==> config.mk <==
export PLATFORM = sky130hd
export DESIGN_NAME = nv_host_ctrl
export DESIGN_NICKNAME = d
export VERILOG_FILES = /design/src/verilog/nv_host_pkg.sv /design/src/verilog/nv_host_ctrl.sv
export SDC_FILE = /design/constraint.sdc
export NUM_CORES = 1
export LEC_CHECK = 0
export BUFFER_PORTS_ARGS = -buffer_cell sky130_fd_sc_hd__buf_2
export CORE_ASPECT_RATIO = 0.6
export CORE_MARGIN = 4
export CORE_UTILIZATION = 59
export DETAILED_ROUTE_END_ITERATION = 16
export GPL_TIMING_DRIVEN = 0
export PLACE_DENSITY = 0.86
export REMOVE_ABC_BUFFERS = 1
export SETUP_SLACK_MARGIN = 0.4
export SYNTH_ARGS = -nofsm -noshare
export SYNTH_HDL_FRONTEND = slang
export SYNTH_SLANG_ARGS = --single-unit
==> constraint.sdc <==
create_clock -name REF_CLK -period 5.73 [get_ports REF_CLK]
set_clock_uncertainty 0.15 [all_clocks]
set_input_delay 1.4325 -clock REF_CLK [delete_from_list [all_inputs] [get_ports REF_CLK]]
set_output_delay 1.4325 -clock REF_CLK [all_outputs]
set_load 0.01 [all_outputs]
==> src/verilog/nv_host_pkg.sv <==
`default_nettype none
package nv_host_pkg;

  // Clock and array geometry
  localparam int CLK_NS      = 10;
  localparam int ADDR_W      = 13;
  localparam int DATA_W      = 8;
  localparam int CNT_W       = 20;
  localparam int SEQ_LEN     = 6;

  // Timing figures of the slowest speed grade
  localparam int T_ACCESS_NS  = 45;
  localparam int T_WRPULSE_NS = 45;
  localparam int T_SEQPULSE_NS = 35;
  localparam int T_GAP_NS     = 45;
  localparam int T_RESTORE_US = 20;
  localparam int T_SAVE_MS    = 10;
  localparam int T_PWRUP_US   = 650;
  localparam int SYNC_STAGES  = 2;

  // Cycle counts derived from the figures, waits rounded up
  localparam int RD_CYC      = (T_ACCESS_NS + CLK_NS - 1) / CLK_NS + SYNC_STAGES;
  localparam int WR_CYC      = (T_WRPULSE_NS + CLK_NS - 1) / CLK_NS;
  localparam int SEQ_CYC     = (T_SEQPULSE_NS + CLK_NS - 1) / CLK_NS;
  localparam int GAP_CYC     = (T_GAP_NS + CLK_NS - 1) / CLK_NS;
  localparam int RESTORE_CYC = (T_RESTORE_US * 1000 + CLK_NS - 1) / CLK_NS;
  localparam int SAVE_CYC_DEF = (T_SAVE_MS * 1000000 + CLK_NS - 1) / CLK_NS;
  localparam int PWRUP_CYC_DEF = (T_PWRUP_US * 1000 + CLK_NS - 1) / CLK_NS;

  // Unlock address sequence
  localparam logic [ADDR_W-1:0] SEQ_P0      = 13'h0000;
  localparam logic [ADDR_W-1:0] SEQ_P1      = 13'h1555;
  localparam logic [ADDR_W-1:0] SEQ_P2      = 13'h0AAA;
  localparam logic [ADDR_W-1:0] SEQ_P3      = 13'h1FFF;
  localparam logic [ADDR_W-1:0] SEQ_P4      = 13'h10F0;
  localparam logic [ADDR_W-1:0] SEQ_SAVE    = 13'h0F0F;
  localparam logic [ADDR_W-1:0] SEQ_RESTORE = 13'h0F0E;
  localparam logic [ADDR_W-1:0] SEQ_TEST    = 13'h139C;
  localparam logic [2:0]        SEQ_LAST    = 3'h5;

  // Reset values of the pins
  localparam logic [ADDR_W-1:0] ADDR_RST = 13'h0000;
  localparam logic [DATA_W-1:0] DATA_RST = 8'h00;

  typedef enum logic [1:0] {
    OP_READ    = 2'h0,
    OP_WRITE   = 2'h1,
    OP_SAVE    = 2'h2,
    OP_RESTORE = 2'h3
  } op_t;

  typedef struct packed {
    op_t               op;
    logic [ADDR_W-1:0] addr;
    logic [DATA_W-1:0] wdata;
  } cmd_t;

  typedef enum logic [2:0] {
    ST_POWERUP = 3'h0,
    ST_IDLE    = 3'h1,
    ST_READ    = 3'h2,
    ST_WRITE   = 3'h3,
    ST_GAP     = 3'h4,
    ST_UNLOCK  = 3'h5,
    ST_NV_WAIT = 3'h6
  } state_t;

endpackage
`default_nettype wire

==> src/verilog/nv_host_ctrl.sv <==
// Summary of operation
// Write strobe stays high while chip select is low in unlock steps.
// Unlock recognition ignores output enable level.
// Sixth unlock address alone picks save or restore.
// Every unlock step is its own chip-select read pulse.
// Chip select and output enable low, write high reads one byte.
// Read outputs track address and stay valid until a strobe changes.
// Write while select and write low; address held; first rising ends.
// Device turns drivers off soon after write falls with output enabled.
// Output enable held high for whole write cycle.
// Device saves automatically when supply falls below threshold.
// Automatic save only if written since last save or restore.
// Software save always runs, written or not.
// Device restores once supply rises again after low supply.
// Never leave the device in a write state at power-up restore end.
// Save sequence: 0000,1555,0AAA,1FFF,10F0,0F0F as consecutive reads.
// No other access between unlock steps; partial progress is lost.
// Restore sequence: same five reads then 0F0E.
// After sixth address the chip is disabled until cycle time elapses.
// Save erases then programs all nonvolatile cells from SRAM.
// Restore clears SRAM then copies nonvolatile data; unlimited.
// Software save inhibited while supply is below threshold.
// Power-up restore finishes within 650 us of supply rising.
// Started nonvolatile cycle completes alone, ignoring bus inputs.
// Never issue the reserved test sequence ending in 139C.
// Aborted sequence returns tracker to idle; 0000 restarts it.
`timescale 1ns/100ps
`default_nettype none
module nv_host_ctrl
  import nv_host_pkg::*;
#(
  parameter int SAVE_CYC  = SAVE_CYC_DEF,
  parameter int PWRUP_CYC = PWRUP_CYC_DEF
) (
  // Clock and reset
  input  wire logic              REF_CLK,
  input  wire logic              RST,
  // Supply sense from the board
  input  wire logic              PWR_GOOD,
  // Command port
  input  wire logic              CMD_VALID,
  input  wire cmd_t              CMD,
  output var  logic              CMD_READY,
  output var  logic              RSP_VALID,
  output var  logic [DATA_W-1:0] RSP_RDATA,
  output var  logic              BUSY,
  // Memory pins
  output var  logic              MEM_CE_N,
  output var  logic              MEM_OE_N,
  output var  logic              MEM_WE_N,
  output var  logic [ADDR_W-1:0] MEM_ADDR,
  input  wire logic [DATA_W-1:0] DQ_IN,
  output var  logic [DATA_W-1:0] DQ_OUT,
  output var  logic              DQ_OE_N
);

  if (SAVE_CYC < 1 || SAVE_CYC >= 2**CNT_W) begin : g_chk_save
    $error("SAVE_CYC out of counter range");
  end
  if (PWRUP_CYC < 1 || PWRUP_CYC >= 2**CNT_W) begin : g_chk_pwr
    $error("PWRUP_CYC out of counter range");
  end

  localparam logic [CNT_W-1:0] RD_LD      = CNT_W'(RD_CYC - 1);
  localparam logic [CNT_W-1:0] WR_LD      = CNT_W'(WR_CYC - 1);
  localparam logic [CNT_W-1:0] SEQ_LD     = CNT_W'(SEQ_CYC - 1);
  localparam logic [CNT_W-1:0] GAP_LD     = CNT_W'(GAP_CYC - 1);
  localparam logic [CNT_W-1:0] RESTORE_LD = CNT_W'(RESTORE_CYC - 1);
  localparam logic [CNT_W-1:0] SAVE_LD    = CNT_W'(SAVE_CYC - 1);
  localparam logic [CNT_W-1:0] PWRUP_LD   = CNT_W'(PWRUP_CYC - 1);
  localparam logic [CNT_W-1:0] CNT_ZERO   = '0;

  state_t            state;
  state_t            next_state;
  logic [CNT_W-1:0]  cnt;
  logic [CNT_W-1:0]  next_cnt;
  logic [2:0]        step;
  logic              nv_op;
  logic              restore;
  logic              pwr_meta;
  logic              pwr_sync;
  logic [DATA_W-1:0] dq_meta;
  logic [DATA_W-1:0] dq_sync;
  logic              accept;
  logic              cnt_done;

  // Step address; the test ending is never produced
  function automatic logic [ADDR_W-1:0] seq_addr(input logic [2:0] idx,
                                                 input logic       rcl);
    unique case (idx)
      3'h0:    seq_addr = SEQ_P0;
      3'h1:    seq_addr = SEQ_P1;
      3'h2:    seq_addr = SEQ_P2;
      3'h3:    seq_addr = SEQ_P3;
      3'h4:    seq_addr = SEQ_P4;
      default: seq_addr = rcl ? SEQ_RESTORE : SEQ_SAVE;
    endcase
  endfunction

  // Two-stage synchronisers for pin inputs
  always_ff @(posedge REF_CLK) begin
    if (RST) begin
      pwr_meta <= 1'b0;
      pwr_sync <= 1'b0;
      dq_meta  <= DATA_RST;
      dq_sync  <= DATA_RST;
    end else begin
      pwr_meta <= PWR_GOOD;
      pwr_sync <= pwr_meta;
      dq_meta  <= DQ_IN;
      dq_sync  <= dq_meta;
    end
  end

  assign cnt_done = (cnt == CNT_ZERO);
  // Low supply refuses every command, software save included
  assign accept = (state == ST_IDLE) && CMD_VALID && CMD_READY
                  && pwr_sync;

  always_comb begin
    next_state = state;
    next_cnt   = cnt_done ? cnt : cnt - CNT_W'(1);
    if (!pwr_sync) begin
      // Device runs its own save; wait out the power-up restore later
      next_state = ST_POWERUP;
      next_cnt   = PWRUP_LD;
    end else begin
      unique case (state)
        ST_POWERUP: begin
          if (cnt_done) begin
            next_state = ST_IDLE;
          end
        end
        ST_IDLE: begin
          if (accept) begin
            unique case (CMD.op)
              OP_READ: begin
                next_state = ST_READ;
                next_cnt   = RD_LD;
              end
              OP_WRITE: begin
                next_state = ST_WRITE;
                next_cnt   = WR_LD;
              end
              default: begin
                next_state = ST_UNLOCK;
                next_cnt   = SEQ_LD;
              end
            endcase
          end
        end
        ST_READ, ST_WRITE, ST_UNLOCK: begin
          if (cnt_done) begin
            next_state = ST_GAP;
            next_cnt   = GAP_LD;
          end
        end
        ST_GAP: begin
          if (cnt_done) begin
            if (nv_op && step == SEQ_LAST) begin
              next_state = ST_NV_WAIT;
              next_cnt   = restore ? RESTORE_LD : SAVE_LD;
            end else if (nv_op) begin
              next_state = ST_UNLOCK;
              next_cnt   = SEQ_LD;
            end else begin
              next_state = ST_IDLE;
            end
          end
        end
        ST_NV_WAIT: begin
          // Bus left idle until the cycle has surely finished
          if (cnt_done) begin
            next_state = ST_IDLE;
          end
        end
        default: begin
          next_state = ST_IDLE;
          next_cnt   = CNT_ZERO;
        end
      endcase
    end
  end

  always_ff @(posedge REF_CLK) begin
    if (RST) begin
      state <= ST_POWERUP;
      cnt   <= PWRUP_LD;
    end else begin
      state <= next_state;
      cnt   <= next_cnt;
    end
  end

  // Sequence tracking; a power loss drops partial progress
  always_ff @(posedge REF_CLK) begin
    if (RST) begin
      step    <= 3'h0;
      nv_op   <= 1'b0;
      restore <= 1'b0;
    end else if (accept) begin
      step    <= 3'h0;
      nv_op   <= (CMD.op == OP_SAVE) || (CMD.op == OP_RESTORE);
      restore <= (CMD.op == OP_RESTORE);
    end else if (next_state == ST_IDLE || next_state == ST_POWERUP) begin
      step  <= 3'h0;
      nv_op <= 1'b0;
    end else if (state == ST_GAP && cnt_done && nv_op && step != SEQ_LAST) begin
      step <= step + 3'h1;
    end
  end

  // Address changes on the same edge that drives chip select low
  always_ff @(posedge REF_CLK) begin
    if (RST) begin
      MEM_ADDR <= ADDR_RST;
    end else if (accept) begin
      MEM_ADDR <= (CMD.op == OP_READ || CMD.op == OP_WRITE) ? CMD.addr
                                                            : SEQ_P0;
    end else if (state == ST_GAP && cnt_done && nv_op && step != SEQ_LAST) begin
      MEM_ADDR <= seq_addr(step + 3'h1, restore);
    end
  end

  // Strobes from the next state so pins line up with the state
  always_ff @(posedge REF_CLK) begin
    if (RST) begin
      MEM_CE_N <= 1'b1;
      MEM_OE_N <= 1'b1;
      MEM_WE_N <= 1'b1;
      DQ_OE_N  <= 1'b1;
    end else begin
      MEM_CE_N <= !(next_state == ST_READ || next_state == ST_WRITE
                    || next_state == ST_UNLOCK);
      // Unlock reads keep output enable high to spare the bus
      MEM_OE_N <= (next_state != ST_READ);
      MEM_WE_N <= (next_state != ST_WRITE);
      // Data held one cycle past the rising strobes
      // A power drop mid-write releases the data lines at once
      DQ_OE_N  <= !(next_state == ST_WRITE
                    || (state == ST_WRITE && next_state == ST_GAP));
    end
  end

  always_ff @(posedge REF_CLK) begin
    if (RST) begin
      DQ_OUT <= DATA_RST;
    end else if (accept && CMD.op == OP_WRITE) begin
      DQ_OUT <= CMD.wdata;
    end
  end

  // Read data taken once access time plus sync delay has passed
  always_ff @(posedge REF_CLK) begin
    if (RST) begin
      RSP_VALID <= 1'b0;
      RSP_RDATA <= DATA_RST;
    end else begin
      RSP_VALID <= (state == ST_READ) && cnt_done && pwr_sync;
      if (state == ST_READ && cnt_done) begin
        RSP_RDATA <= dq_sync;
      end
    end
  end

  always_ff @(posedge REF_CLK) begin
    if (RST) begin
      CMD_READY <= 1'b0;
      BUSY      <= 1'b1;
    end else begin
      CMD_READY <= (next_state == ST_IDLE);
      BUSY      <= (next_state != ST_IDLE);
    end
  end

  a_unlock_we_high: assert property (@(posedge REF_CLK) disable iff (RST)
    nv_op && !MEM_CE_N |-> MEM_WE_N && MEM_OE_N)
    else $error("write or output strobe low during unlock step");
  a_sixth_addr: assert property (@(posedge REF_CLK) disable iff (RST)
    state == ST_UNLOCK && step == SEQ_LAST
    |-> MEM_ADDR == (restore ? SEQ_RESTORE : SEQ_SAVE))
    else $error("sixth unlock address wrong");
  a_step_pulse: assert property (@(posedge REF_CLK) disable iff (RST)
    $fell(MEM_CE_N) && nv_op && pwr_sync |-> !MEM_CE_N [*4] ##1 MEM_CE_N)
    else $error("unlock chip select pulse length wrong");
  a_read_strobes: assert property (@(posedge REF_CLK) disable iff (RST)
    state == ST_READ |-> !MEM_CE_N && !MEM_OE_N && MEM_WE_N && DQ_OE_N)
    else $error("read strobes wrong");
  a_write_addr_stable: assert property (@(posedge REF_CLK) disable iff (RST)
    !MEM_WE_N ##1 !MEM_WE_N |-> $stable(MEM_ADDR) && !DQ_OE_N)
    else $error("address or data moved during write");
  a_write_oe_high: assert property (@(posedge REF_CLK) disable iff (RST)
    !MEM_WE_N || !DQ_OE_N |-> MEM_OE_N)
    else $error("output enable low during write");
  a_powerup_quiet: assert property (@(posedge REF_CLK) disable iff (RST)
    state == ST_POWERUP |-> MEM_WE_N && MEM_CE_N && DQ_OE_N)
    else $error("bus active during power-up");
  a_seq_order: assert property (@(posedge REF_CLK) disable iff (RST)
    state == ST_UNLOCK |-> MEM_ADDR == seq_addr(step, restore))
    else $error("unlock address out of order");
  a_nv_disabled: assert property (@(posedge REF_CLK) disable iff (RST)
    state == ST_NV_WAIT |-> MEM_CE_N && MEM_WE_N && !CMD_READY)
    else $error("bus used during nonvolatile cycle");
  a_no_low_supply: assert property (@(posedge REF_CLK) disable iff (RST)
    !pwr_sync |=> !accept)
    else $error("command taken under low supply");
  a_no_test_addr: assert property (@(posedge REF_CLK) disable iff (RST)
    !MEM_CE_N |-> MEM_ADDR != SEQ_TEST)
    else $error("reserved test address issued");
  a_read_answer: assert property (@(posedge REF_CLK) disable iff (RST)
    accept && CMD.op == OP_READ ##1 pwr_sync [*7] |-> ##1 RSP_VALID)
    else $error("read answer late");

  c_read: cover property (@(posedge REF_CLK) disable iff (RST) RSP_VALID);
  c_write: cover property (@(posedge REF_CLK) disable iff (RST)
    $rose(MEM_WE_N) && !nv_op);
  c_save: cover property (@(posedge REF_CLK) disable iff (RST)
    state == ST_NV_WAIT && !restore);
  c_restore: cover property (@(posedge REF_CLK) disable iff (RST)
    state == ST_NV_WAIT && restore);

endmodule
`default_nettype wire

==> impl_metrics.tcl <==
set metrics [dict create \
    grt_antenna_before_repair 0 \
    die-area_sq_um 7423 \
    synth_enable_flop_cells 0 \
    grt_pass1_wl_microns 13820 \
    timing.reg2reg.worst_path_depth 6 \
    syn-instance-count 416 \
    drcViolationCount 0 \
    fp.dieW_microns 108.6 \
    worstSetupPathType "in -> reg" \
    ctsHoldBuffers 0 \
    detailedPlacementHpwl_microns 6214 \
    globalplace.congestion 0.9646 \
    rsz_0062_raised_after_global_routing "no" \
    stdcell_area_sq_um 4164 \
    yosys.area.top_type_share 0.4583 \
    netlist_area_sq_um 3582 \
    cts_tree "yes" \
    placementRows 21 \
    vias_in_the_first_global_route 2885 \
    antenna_cells 0 \
    min_delay_worst_type "reg -> reg" \
    filler_cell_count 441 \
    worst_slew_pin_slew_ns 1.005 \
    crit_fanout 24 \
    cts_root_buffer "sky130_fd_sc_hd__clkbuf_8" \
    worst_skew_pair.late_latency_ns 0.36 \
    outcome "finished clean" \
    nNetsFinal 521 \
    core_sq_um 5728 \
    synthDominantAreaCellType "sky130_fd_sc_hd__dfxtp_1" \
    grt.overflow.total 0 \
    post_synth_main_area_contributors "sky130_fd_sc_hd__dfxtp_1, sky130_fd_sc_hd__nor2_1, sky130_fd_sc_hd__nor2b_1, sky130_fd_sc_hd__nand2_1, sky130_fd_sc_hd__a21oi_1" \
    io_buffers 70 \
    layout.cells.most_common "sky130_fd_sc_hd__dfxtp_1" \
    regToRegStartpoint "pwr_sync" \
    initialDrtViolationCount 348 \
    synth_area_per_cell_sq_um 8.611 \
    slowest_stage "sky130_fd_sc_hd__nor2_2" \
    layout_setup_ws_ns 2.067 \
    setup-tns-final_ns 0 \
    hold_ws_ns 0.2921 \
    synth_seq_area_share 0.4583 \
    cts_post_setup_buffers_inserted 0 \
    synth.lib_cells_used.distinct 50 \
    routed-via-count 3266 \
    maxClockFrequency_ghz 0.2730 \
    final.min_clock_period_ns 3.663 \
    grt_util_all_layers 0.2428 \
    yosys_most_used_dff "sky130_fd_sc_hd__dfxtp_1" \
    final_min_period_over_clock_period 0.6392 \
    whs_path_depth 1 \
    highest_count_cells_in_the_layout_ignoring_fill_and_taps "sky130_fd_sc_hd__dfxtp_1, sky130_fd_sc_hd__buf_2, sky130_fd_sc_hd__nor2_1, sky130_fd_sc_hd__nand2_1" \
    timing_hold_violations_final 0 \
    max-slew-margin-rel 0.3296 \
    maxSlewViolCount 0 \
    area_growth_syn_to_layout_pct 16.24 \
    non_filler_instance_count_after_layout 563 \
    routed_wire_length_per_instance_microns 15.29 \
    hold_start "dq_meta[4]" \
    synth-warning-count 0 \
    worst_hold_path.endpoint "dq_sync[4]" \
    path_clk_slew_ns 0.09 \
    drt_pre_antenna_iters 5 \
    floorplan.initialDensity 0.6254 \
    critical_path.endpoint_type "flip-flop" \
    dp_slack_ns 1.795 \
    detailed_place.area_sq_um 3955 \
    worst_setup_path_start_kind "primary input" \
    power.static_leakage_uw 0.001698 \
    die_height_microns 68.36 \
    vias_per_cell 5.801 \
    post_route_cells_drive_above_1_share 0.1946 \
    cp_common_cell "sky130_fd_sc_hd__nand3_1" \
    cp_slowest_stage_delay_ns 0.90 \
    setup_violations 0 \
    pwr_density_cell_nw_per_um2 250.4 \
    wl_microns 8607 \
    io_pins 71 \
    cts_made_buffers 9 \
    cts_sinks 82 \
    largest_net_degree_at_the_start_of_global_routing 52 \
    cts_resized 0 \
    synth_async_sr_flop_share 0 \
    antenna_nets_post_route 0 \
    clock_tree.htree_level_count 3 \
    timing.critical_path.cells "buf_2 > and3_1 > nand3_1 > nor2_2 > nand2_1 > nand3_1 > o21ai_0" \
    placedCellCount 547 \
    worstPathArrival_ns 3.74 \
    cts-root-to-sink-buffers 2 \
    synth-seq-cells 82 \
    max-cap-violations 0 \
    worst-r2r-setup-slack_ns 2.67 \
    worst-endpoint-required_ns 5.81 \
    timing.rr.end "cnt[1]" \
    ir_worst_vdd_v 0.0002175 \
]
[metrics by stage]
stage | total power, uW | util
6_report | 1043 | 0.7270
5_1_grt | 1080 | 0.7270
4_1_cts | 1046 | 0.7270
3_5_place_dp | 617.8 | 0.6905
3_3_place_gp | 616.7 | 0.6900
2_1_floorplan | 597.7 | -
[synthesized netlist by cell type (5+ instances only)]
master / instances
sky130_fd_sc_hd__nand3_1: 21
sky130_fd_sc_hd__nand2_1: 38
sky130_fd_sc_hd__nand4_1: 5
sky130_fd_sc_hd__dfxtp_1: 82
sky130_fd_sc_hd__nor3_1: 16
sky130_fd_sc_hd__nor2b_1: 23
sky130_fd_sc_hd__ha_1: 8
sky130_fd_sc_hd__clkbuf_1: 17
sky130_fd_sc_hd__mux2i_1: 11
sky130_fd_sc_hd__xor2_1: 5
sky130_fd_sc_hd__a211oi_1: 12
sky130_fd_sc_hd__nor4_1: 10
sky130_fd_sc_hd__xnor2_1: 11
sky130_fd_sc_hd__a21oi_1: 26
sky130_fd_sc_hd__nor2_1: 47
sky130_fd_sc_hd__o21ai_0: 26
sky130_fd_sc_hd__inv_1: 5
sky130_fd_sc_hd__or3_1: 5
[cells by family after synthesis]
group | Yosys count | synth area share
and+or+nand+nor | 190 | 0.2710
AOI/OAI and AO/OA | 83 | 0.1404
DFF | 82 | 0.4583
buffers and inverters | 25 | 0.02934
xor gates and xnor gates | 16 | 0.03912
muxes | 12 | 0.03388
adders and majority gates | 8 | 0.02794
[sequential cells by signal, summed over array words and instances, names as in the netlist, 3 cells and up]
name and flops:
RSP_RDATA 8, step 3, cnt 20, DQ_OUT 8
MEM_ADDR 13, dq_meta 8, dq_sync 8, state 3
[layout make-up]
type	instances	area, sq um	area share
Clock buffer	10	137.6	0.03305
Clock inverter	6	71.32	0.01713
Inverter	6	25.02	0.006010
Multi-Input combinational cell	309	1838	0.4414
Sequential cell	82	1642	0.3942
Tap cell	80	100.1	0.02404
Timing Repair Buffer	70	350.3	0.08413
[power breakdown]
part	leakage (uW)	switching, uW	internal [uW]
clock network	0.0000999	220	218
logic	0.000933	14.4	13.0
registers	0.000665	2.03	575
[metal layers]
metal  global-route usage  part of all wire  vias to the layer above
li1                     -                 -                     1592
met1               0.3193              0.44                     1483
met2               0.3508              0.43                      164
met3               0.1122              0.11                       27
met4              0.08504             0.022                        0
met5                    0                 0                        -
[how the worst max path moves through the flow]
| stage | startpoint | end |
|---|---|---|
| final | CMD_VALID | cnt[1] |
| after global routing | CMD_VALID | cnt[1] |
| after CTS | CMD_VALID | cnt[1] |
| after detailed placement | CMD_VALID | cnt[1] |
| after global placement | CMD_VALID | cnt[1] |
| after floorplan | CMD_VALID | cnt[1] |
[worst max-delay path: cells and delay by family]
kind | cells | cell delay [ns]
AO/OA/AOI/OAI | 1 | 0.10
buffers and inverters | 1 | 0.09
AND/OR/NAND/NOR | 5 | 2.11
Power figures use the tool's default switching activity.
